File: src/rtl/itpmf_pkg.sv
// Package for the memory-cycle forwarding decoder of the bridge
package itpmf_pkg;

  // Configuration register offset and reset value
  localparam logic [7:0] MCFG_OFFSET = 8'h69;
  localparam logic [7:0] MCFG_RESET  = 8'h02;
  // Writable bits; bit 0 is reserved and always reads zero
  localparam logic [7:0] MCFG_WMASK  = 8'hfe;
  // Bit 2 is also reserved where the A/B segment is not supported
  localparam logic [7:0] MCFG_AB_BIT = 8'h04;

  // Width of the ISA memory address (LA/SA, 16 MB space)
  localparam int ADDR_W = 24;
  // The limit field counts in 1 MB units: compare address bits 23:20
  localparam int MB_LSB = 20;
  localparam int MB_W   = 4;

  // Legacy regions below 1 MB
  localparam logic [ADDR_W-1:0] R512_LO  = 24'h080000;
  localparam logic [ADDR_W-1:0] R512_HI  = 24'h09ffff;
  localparam logic [ADDR_W-1:0] ABSEG_LO = 24'h0a0000;
  localparam logic [ADDR_W-1:0] ABSEG_HI = 24'h0bffff;
  localparam logic [ADDR_W-1:0] LBIOS_LO = 24'h0e0000;
  localparam logic [ADDR_W-1:0] LBIOS_HI = 24'h0effff;
  // Rest of the 640 KB - 1 MB hole, always contained to ISA
  localparam logic [ADDR_W-1:0] HOLE_LO  = 24'h0a0000;
  localparam logic [ADDR_W-1:0] HOLE_HI  = 24'h0fffff;

  // Layout of the top-of-memory configuration register
  typedef struct packed {
    logic [MB_W-1:0] limit;     // Bits 7:4, code n means (n+1) MB
    logic            lbios_fwd; // Bit 3, lower BIOS forwarding
    logic            ab_fwd;    // Bit 2, A/B segment forwarding
    logic            r512_fwd;  // Bit 1, 512-640 KB forwarding
    logic            rsvd;      // Bit 0, reserved
  } itpmf_mcfg_t;

  // Configuration space byte access for this function
  typedef struct packed {
    logic       sel;   // Access addressed to this function
    logic       wr;    // Write strobe
    logic       rd;    // Read strobe
    logic [7:0] addr;  // Byte offset
    logic [7:0] wdata; // Write data
  } itpmf_cfg_t;

  // Memory cycle seen by the decoder
  typedef struct packed {
    logic              start;    // One-cycle pulse, address valid
    logic              done;     // One-cycle pulse at cycle end
    logic              from_pci; // 1: PCI master, 0: ISA master/DMA
    logic [ADDR_W-1:0] addr;     // Memory address
  } itpmf_cyc_t;

  // Cycle tracking states
  typedef enum logic [0:0] {
    CYC_IDLE   = 1'b0,
    CYC_ACTIVE = 1'b1
  } itpmf_state_t;

endpackage

File: src/rtl/itpmf_cfg_reg.sv
// Top-of-memory configuration register with its config-space port
`timescale 1ns/100ps
module itpmf_cfg_reg #(
  parameter bit AB_SEG_SUPPORT = 1'b1
) (
  input  wire logic                   clk_i,       // Bridge clock
  input  wire logic                   reset_n_i,   // Async reset, low
  input  wire logic                   ce_i,        // Clock enable
  input  wire itpmf_pkg::itpmf_cfg_t  cfg_i,       // Config access
  output logic                        cfg_hit_o,   // Offset claimed
  output logic [7:0]                  cfg_rdata_o, // Read data
  output itpmf_pkg::itpmf_mcfg_t      mcfg_o       // Register contents
);
  import itpmf_pkg::*;

  logic [7:0] top_of_memory_config_r;
  logic [7:0] top_of_memory_config_nxt;
  logic [7:0] rdata_r;
  logic [7:0] rdata_nxt;
  logic [7:0] wmask;

  // Bit 2 becomes reserved on the earlier variant
  assign wmask = AB_SEG_SUPPORT ? MCFG_WMASK : (MCFG_WMASK & ~MCFG_AB_BIT);
  assign cfg_hit_o   = cfg_i.sel && (cfg_i.addr == MCFG_OFFSET);
  assign mcfg_o      = itpmf_mcfg_t'(top_of_memory_config_r);
  assign cfg_rdata_o = rdata_r;

  // Write masks the reserved bits, read returns the stored byte
  always_comb
  begin
    top_of_memory_config_nxt = top_of_memory_config_r;
    rdata_nxt                = rdata_r;
    if (cfg_hit_o && cfg_i.wr)
      top_of_memory_config_nxt = cfg_i.wdata & wmask;
    if (cfg_hit_o && cfg_i.rd)
      rdata_nxt = top_of_memory_config_r;
  end

  // Registers only; reset default is 1 MB with 512-640 KB forwarded
  always_ff @(posedge clk_i or negedge reset_n_i)
  begin
    if (!reset_n_i)
    begin
      top_of_memory_config_r <= MCFG_RESET;
      rdata_r                <= '0;
    end
    else if (ce_i)
    begin
      top_of_memory_config_r <= top_of_memory_config_nxt;
      rdata_r                <= rdata_nxt;
    end
  end

  a_rsvd_reads_zero: assert property (
    @(posedge clk_i) disable iff (!reset_n_i)
    ce_i && cfg_hit_o && cfg_i.rd |=> cfg_rdata_o[0] == 1'b0)
    else $error("reserved bit 0 read back as one");

endmodule

File: src/rtl/itpmf_top.sv
// Memory-cycle forwarding decoder: ISA/DMA cycles to PCI or ISA
// Summary of operation
// - Limit field bits 7:4, code n = (n+1) MB
// - Forward cycles below limit and outside hole
// - Bit 3 forwards lower BIOS unless chip-select enabled
// - Lower BIOS chip-select enabled keeps BIOS on ISA
// - Bit 2 forwards A/B segment, later variant
// - Bit 1 forwards 512-640 KB region
// - Lower BIOS accesses with chip-select enabled assert chip select and output enable
`timescale 1ns/100ps
module itpmf_top #(
  parameter bit AB_SEG_SUPPORT = 1'b1 // 0 for the earlier variant
) (
  input  wire logic                  clk_i,        // Bridge clock, 40 MHz
  input  wire logic                  reset_n_i,    // Async reset, low
  input  wire logic                  ce_i,         // Clock enable
  input  wire itpmf_pkg::itpmf_cfg_t cfg_i,        // Config access
  input  wire logic                  lbios_cs_en_i, // Lower BIOS CS enable
  input  wire itpmf_pkg::itpmf_cyc_t cyc_i,        // Memory cycle
  output logic                       cfg_hit_o,    // Offset claimed
  output logic [7:0]                 cfg_rdata_o,  // Config read data
  output logic                       dec_valid_o,  // Decision ready pulse
  output logic                       fwd_to_pci_o, // 1: forward to PCI
  output logic                       bios_chip_select_n_o,       // BIOS CS
  output logic                       peripheral_output_enable_n_o // XD OE
);
  import itpmf_pkg::*;

  itpmf_mcfg_t  mcfg;
  itpmf_state_t state_r;
  itpmf_state_t state_nxt;
  logic         fwd_r;
  logic         fwd_nxt;
  logic         valid_r;
  logic         valid_nxt;
  logic         bios_r;
  logic         bios_nxt;
  logic         fwd_now;
  logic         bios_now;

  // Inclusive address range check, used by every region decode
  function automatic logic in_range(input logic [ADDR_W-1:0] a,
                                    input logic [ADDR_W-1:0] lo,
                                    input logic [ADDR_W-1:0] hi);
    in_range = (a >= lo) && (a <= hi);
  endfunction

  // Register block; firmware must program it before masters run
  itpmf_cfg_reg #(
    .AB_SEG_SUPPORT (AB_SEG_SUPPORT)
  ) u_cfg (
    .clk_i       (clk_i),
    .reset_n_i   (reset_n_i),
    .ce_i        (ce_i),
    .cfg_i       (cfg_i),
    .cfg_hit_o   (cfg_hit_o),
    .cfg_rdata_o (cfg_rdata_o),
    .mcfg_o      (mcfg)
  );

  // Forwarding decision for the cycle on the inputs right now.
  // Legacy regions take priority over the limit compare, since they
  // all sit below 1 MB which the smallest limit already covers.
  always_comb
  begin
    fwd_now = 1'b0;
    if (cyc_i.from_pci)
      fwd_now = 1'b0; // PCI cycles are never sent back to PCI
    else if (in_range(cyc_i.addr, R512_LO, R512_HI))
      fwd_now = mcfg.r512_fwd;
    else if (in_range(cyc_i.addr, ABSEG_LO, ABSEG_HI))
      fwd_now = AB_SEG_SUPPORT && mcfg.ab_fwd;
    else if (in_range(cyc_i.addr, LBIOS_LO, LBIOS_HI))
      fwd_now = mcfg.lbios_fwd && !lbios_cs_en_i;
    else if (in_range(cyc_i.addr, HOLE_LO, HOLE_HI))
      fwd_now = 1'b0;
    else
      fwd_now = (cyc_i.addr[MB_LSB +: MB_W] <= mcfg.limit);
  end

  // BIOS chip select for PCI or ISA masters in the lower BIOS block
  assign bios_now = lbios_cs_en_i &&
                    in_range(cyc_i.addr, LBIOS_LO, LBIOS_HI);

  // Cycle tracking: the decision is taken once at start and held,
  // so a register write in mid-cycle cannot flip a running cycle
  always_comb
  begin
    state_nxt = state_r;
    fwd_nxt   = fwd_r;
    valid_nxt = 1'b0;
    bios_nxt  = bios_r;
    unique case (state_r)
      CYC_IDLE:
      begin
        if (cyc_i.start)
        begin
          state_nxt = CYC_ACTIVE;
          fwd_nxt   = fwd_now;
          valid_nxt = 1'b1;
          bios_nxt  = bios_now;
        end
      end
      CYC_ACTIVE:
      begin
        if (cyc_i.start)
        begin
          // Back-to-back cycle: a new start also closes the old one
          fwd_nxt   = fwd_now;
          valid_nxt = 1'b1;
          bios_nxt  = bios_now;
        end
        else if (cyc_i.done)
        begin
          state_nxt = CYC_IDLE;
          bios_nxt  = 1'b0;
        end
      end
    endcase
  end

  // State registers, frozen while the clock enable is low
  always_ff @(posedge clk_i or negedge reset_n_i)
  begin
    if (!reset_n_i)
    begin
      state_r <= CYC_IDLE;
      fwd_r   <= 1'b0;
      valid_r <= 1'b0;
      bios_r  <= 1'b0;
    end
    else if (ce_i)
    begin
      state_r <= state_nxt;
      fwd_r   <= fwd_nxt;
      valid_r <= valid_nxt;
      bios_r  <= bios_nxt;
    end
  end

  // Outputs straight from flip-flops
  assign dec_valid_o                  = valid_r;
  assign fwd_to_pci_o                 = fwd_r;
  assign bios_chip_select_n_o         = !bios_r;
  assign peripheral_output_enable_n_o = !bios_r;

  // Checks on the decoder
  a_limit_above: assert property (
    @(posedge clk_i) disable iff (!reset_n_i)
    ce_i && cyc_i.start && !cyc_i.from_pci &&
    (cyc_i.addr[MB_LSB +: MB_W] > mcfg.limit)
    |=> !fwd_to_pci_o && dec_valid_o)
    else $error("cycle above the limit was forwarded");

  a_limit_below: assert property (
    @(posedge clk_i) disable iff (!reset_n_i)
    ce_i && cyc_i.start && !cyc_i.from_pci &&
    (cyc_i.addr[MB_LSB +: MB_W] != 4'h0) &&
    (cyc_i.addr[MB_LSB +: MB_W] <= mcfg.limit)
    |=> fwd_to_pci_o)
    else $error("cycle below the limit was kept on ISA");

  a_hole_kept: assert property (
    @(posedge clk_i) disable iff (!reset_n_i)
    ce_i && cyc_i.start && (cyc_i.addr > ABSEG_HI) &&
    (cyc_i.addr <= HOLE_HI) && !in_range(cyc_i.addr, LBIOS_LO, LBIOS_HI)
    |=> !fwd_to_pci_o)
    else $error("hole access was forwarded");

  a_lbios_fwd: assert property (
    @(posedge clk_i) disable iff (!reset_n_i)
    ce_i && cyc_i.start && !cyc_i.from_pci &&
    in_range(cyc_i.addr, LBIOS_LO, LBIOS_HI) && !lbios_cs_en_i
    |=> fwd_to_pci_o == $past(mcfg.lbios_fwd))
    else $error("lower BIOS forwarding does not follow bit 3");

  a_lbios_kept: assert property (
    @(posedge clk_i) disable iff (!reset_n_i)
    ce_i && cyc_i.start && lbios_cs_en_i &&
    in_range(cyc_i.addr, LBIOS_LO, LBIOS_HI)
    |=> !fwd_to_pci_o)
    else $error("lower BIOS forwarded while chip select enabled");

  a_abseg_fwd: assert property (
    @(posedge clk_i) disable iff (!reset_n_i)
    ce_i && cyc_i.start && !cyc_i.from_pci &&
    in_range(cyc_i.addr, ABSEG_LO, ABSEG_HI)
    |=> fwd_to_pci_o == (AB_SEG_SUPPORT && $past(mcfg.ab_fwd)))
    else $error("A/B segment forwarding does not follow bit 2");

  a_r512_fwd: assert property (
    @(posedge clk_i) disable iff (!reset_n_i)
    ce_i && cyc_i.start && !cyc_i.from_pci &&
    in_range(cyc_i.addr, R512_LO, R512_HI)
    |=> fwd_to_pci_o == $past(mcfg.r512_fwd))
    else $error("512-640 KB forwarding does not follow bit 1");

  a_bios_select: assert property (
    @(posedge clk_i) disable iff (!reset_n_i)
    ce_i && cyc_i.start && lbios_cs_en_i &&
    in_range(cyc_i.addr, LBIOS_LO, LBIOS_HI)
    |=> !bios_chip_select_n_o && !peripheral_output_enable_n_o)
    else $error("BIOS chip select missing for lower BIOS access");

  a_decision_held: assert property (
    @(posedge clk_i) disable iff (!reset_n_i)
    state_r == CYC_ACTIVE && !cyc_i.start |=> $stable(fwd_to_pci_o))
    else $error("decision changed inside a running cycle");

  c_fwd_cycle: cover property (
    @(posedge clk_i) disable iff (!reset_n_i)
    dec_valid_o && fwd_to_pci_o);
  c_kept_cycle: cover property (
    @(posedge clk_i) disable iff (!reset_n_i)
    dec_valid_o && !fwd_to_pci_o);
  c_bios_select: cover property (
    @(posedge clk_i) disable iff (!reset_n_i)
    !bios_chip_select_n_o ##1 bios_chip_select_n_o);

endmodule

File: config.mk
export PLATFORM = sky130hd
export DESIGN_NAME = itpmf_top
export DESIGN_NICKNAME = d
export VERILOG_FILES = /design/src/rtl/itpmf_pkg.sv /design/src/rtl/itpmf_cfg_reg.sv /design/src/rtl/itpmf_top.sv
export SDC_FILE = /design/constraint.sdc
export NUM_CORES = 1
export LEC_CHECK = 0
export ABC_AREA = 1
export BUFFER_PORTS_ARGS = -buffer_cell sky130_fd_sc_hd__buf_2
export CORE_UTILIZATION = 40
export DETAILED_ROUTE_END_ITERATION = 7
export PLACE_DENSITY_LB_ADDON = 0.25
export SYNTH_ARGS = -nofsm -noshare
export SYNTH_HDL_FRONTEND = slang
export SYNTH_SLANG_ARGS = --single-unit
File: constraint.sdc
create_clock -name clk_i -period 1.7 [get_ports clk_i]
set_input_delay 0 -clock clk_i [delete_from_list [all_inputs] [get_ports clk_i]]
set_output_delay 0 -clock clk_i [all_outputs]
set_load 0.05 [all_outputs]
==> results.txt <==
top_reg_cell synth: dfrtp_1
H-tree levels: 1
io pins: 63
vias: 1041
largest net degree at the start of global routing: 20
Hold/Removal Path Class: input port to flop
Total Nets Final: 245
fin crit share: 72.6%
Detail Placement HPWL: 1850 um
async set-or-reset flop fraction in the synthesized netlist: 100%
Synth top area share: 39.5%
crit-path max FO: 3
Synth Instances: 138
peak supply drop: 620 uV
Crit path top cell by count: nand2_1
top cells by area, synth: dfrtp_1 (39%), nand2_1 (17%), nand4_1 (8.7%)
Core Util, Final: 57.0%
most frequent cells in the layout: nand2_1 (48), buf_2 (44), inv_1 (18), dfrtp_1 (17), nand4_1 (15)
final hold vios: 0
PD cells: 606 nW/um^2
DRT antenna net count: 0
post-layout min period: 1.23 ns
CTS tree: built
GP Congestion: 0.774
synthesized area per cell: 7.81 um^2
CP startpoint kind: flop
fin. max-slew vios: 0
cell accounting for the most synthesized area: dfrtp_1
most common cell after layout, fill and taps aside: nand2_1
Critical Path, Cell by Cell: inv_1 > ha_1 > nand2_1 > nand2_1 > nand2_1 > nand2_1 > nand2_1 > nand3_1 > nand2_1
cts bufs inserted: 3
synthesized flop and latch total: 18
Cell Area, Synth: 1080 um^2
Detailed Route WL: 2440 um
Rows: 18
initial antenna violation count: 0
Leak: 0.808 nW
CTS Buffer Depth: 2
worst hold slack: 0.00286 ns
Area after DPL: 1280 um^2
status: completed
# DRC: 0
maxcap violations: 0
worst r2r src: u_cfg.mcfg_o[5]$_DFFE_PN0P_
die area: 2900 um^2
WS Path Type: flop to flop
delay-heaviest family, CP: flip-flops
clk root buf: clkbuf_4
Core Area: 2500 um^2
DRT iter0 DRCs: 21
die height: 53.9 um
min-delay src: cyc_i[26]
wire per inst: 11.1 um
share of cells above drive strength 1: 31.6%
Crit path arrival time: 1.43 ns
RSZ-0062 raised after global routing: no
WP data required: 1.90 ns
Clock Skew: 0.00378 ns
die width: 53.9 um
clk sinks: 18
residual overflow from global routing: 0
Seq/Total Area, Yosys: 41.9%
setup TNS: 0 ns
endpoints failing setup: 0
post-synth cell types: 20
Worst Path Buf+Inv: 1
Synth Warn #: 0
Net Count, Synth: 192
Initial Util: 43.1%
number of vias per cell: 4.73
Syn-to-layout area delta: 32.3%
drt pass-1 iters: 4
Fmax: 810 MHz
nature of the critical path endpoint: flop
CP startpoint: u_cfg.mcfg_o[5]$_DFFE_PN0P_
vias in the first global route: 973
IO Port Bufs: 44
clock slew at reported path FFs: 0.10 ns
wire length of the first global-routing pass: 4060 um
slowest CP cell: dfrtp_1
Final Instance Area: 1430 um^2
number of synthesized flops with an enable pin: 0
Clk Latency, worst-skew pair: 0.29 ns
FF-to-FF setup slack: 0.47 ns
overall routing resource usage: 19.9%
max incr delay on CP: 0.41 ns
antenna diode count: 0
[Yosys cell counts (2+ instances only)]
| master | n |
|---|---|
| buf_4 | 6 |
| dfrtp_1 | 17 |
| ha_1 | 4 |
| inv_1 | 18 |
| nand2_1 | 48 |
| nand3_1 | 5 |
| nand4_1 | 15 |
| nand4_2 | 2 |
| nor2_1 | 5 |
| nor2_2 | 4 |
| nor2_4 | 2 |
| o21ai_0 | 4 |
[state kept, by name, summed over array words and instances, names as in the netlist]
name and flops:
fwd_to_pci_o 1, u_cfg.mcfg_o 7, bios_r 1, u_cfg.cfg_rdata_o 7, dec_valid_o 1, state_r 1
[cells by family after synthesis]
logic type                 after synthesis  share of synthesized area [%]
buffers and inverters                   26                           11.8
adders and majority gates                4                           4.65
DFF                                     18                           41.9
AOI/OAI and AO/OA                        5                           2.32
and+or+nand+nor                         84                           38.9
other                                    1                          0.348
[where the power goes]
group / switching [mW] / total, mW / internal (mW)
combinational: 0.0930 / 0.157 / 0.0641
clock: 0.131 / 0.262 / 0.131
sequential: 0.00671 / 0.445 / 0.438
total: 0.231 / 0.864 / 0.633
[path summary, 6_finish.rpt]
path,endpoint,cells after the start
setup / recovery,fwd_to_pci_o$_DFFE_PN0P_,9
hold / removal,state_r$_DFFE_PN0P_,3
max in group asynchronous,u_cfg.mcfg_o[1]$_DFFE_PN1P_,2
hold reg to reg,u_cfg.cfg_rdata_o[7]$_DFFE_PN0P_,2
min in group asynchronous,u_cfg.mcfg_o[6]$_DFFE_PN0P_,2
setup reg to reg,fwd_to_pci_o$_DFFE_PN0P_,9
[area by class of cell]
class | count | area [um^2]
tap | 30 | 37.5
fill | 246 | 1070
sequential | 18 | 452
timing repair buffer | 55 | 330
clock buffer | 4 | 36.3
multi-input combinational | 94 | 498
inverter | 19 | 71.3
[stage by stage]
step / power, mW / setup WS [ns] / instances
2_1_floorplan: 0.535 / 0.605 / 138
3_3_place_gp: 0.588 / 0.519 / 205
3_5_place_dp: 0.594 / 0.489 / 205
4_1_cts: 0.878 / 0.475 / 220
5_1_grt: 0.917 / 0.362 / 220
6_report: 0.864 / 0.465 / 220
[layer usage]
layer  wire [um]  vias up  GRT usage, %
li1            -      541             -
met1        1080      461          22.7
met2        1220       35          35.4
met3         127        4          6.21
met4          19        0          5.26
met5           0        -             0
[what timing repair did]
item                      CTS  global route
hold buffers               11             0
setup buffers               0             0
resized for setup           0             0
hold endpoints to repair   27             0
[worst reg2reg max path, stage by stage, from the launching register on]
cell and delay [ns]:
dfrtp_1 0.41, inv_1 0.07, ha_1 0.30, nand2_1 0.05
nand2_1 0.05, nand2_1 0.04, nand2_1 0.05, nand2_1 0.05
nand3_1 0.06, nand2_1 0.05
Power figures use the tool's default switching activity.
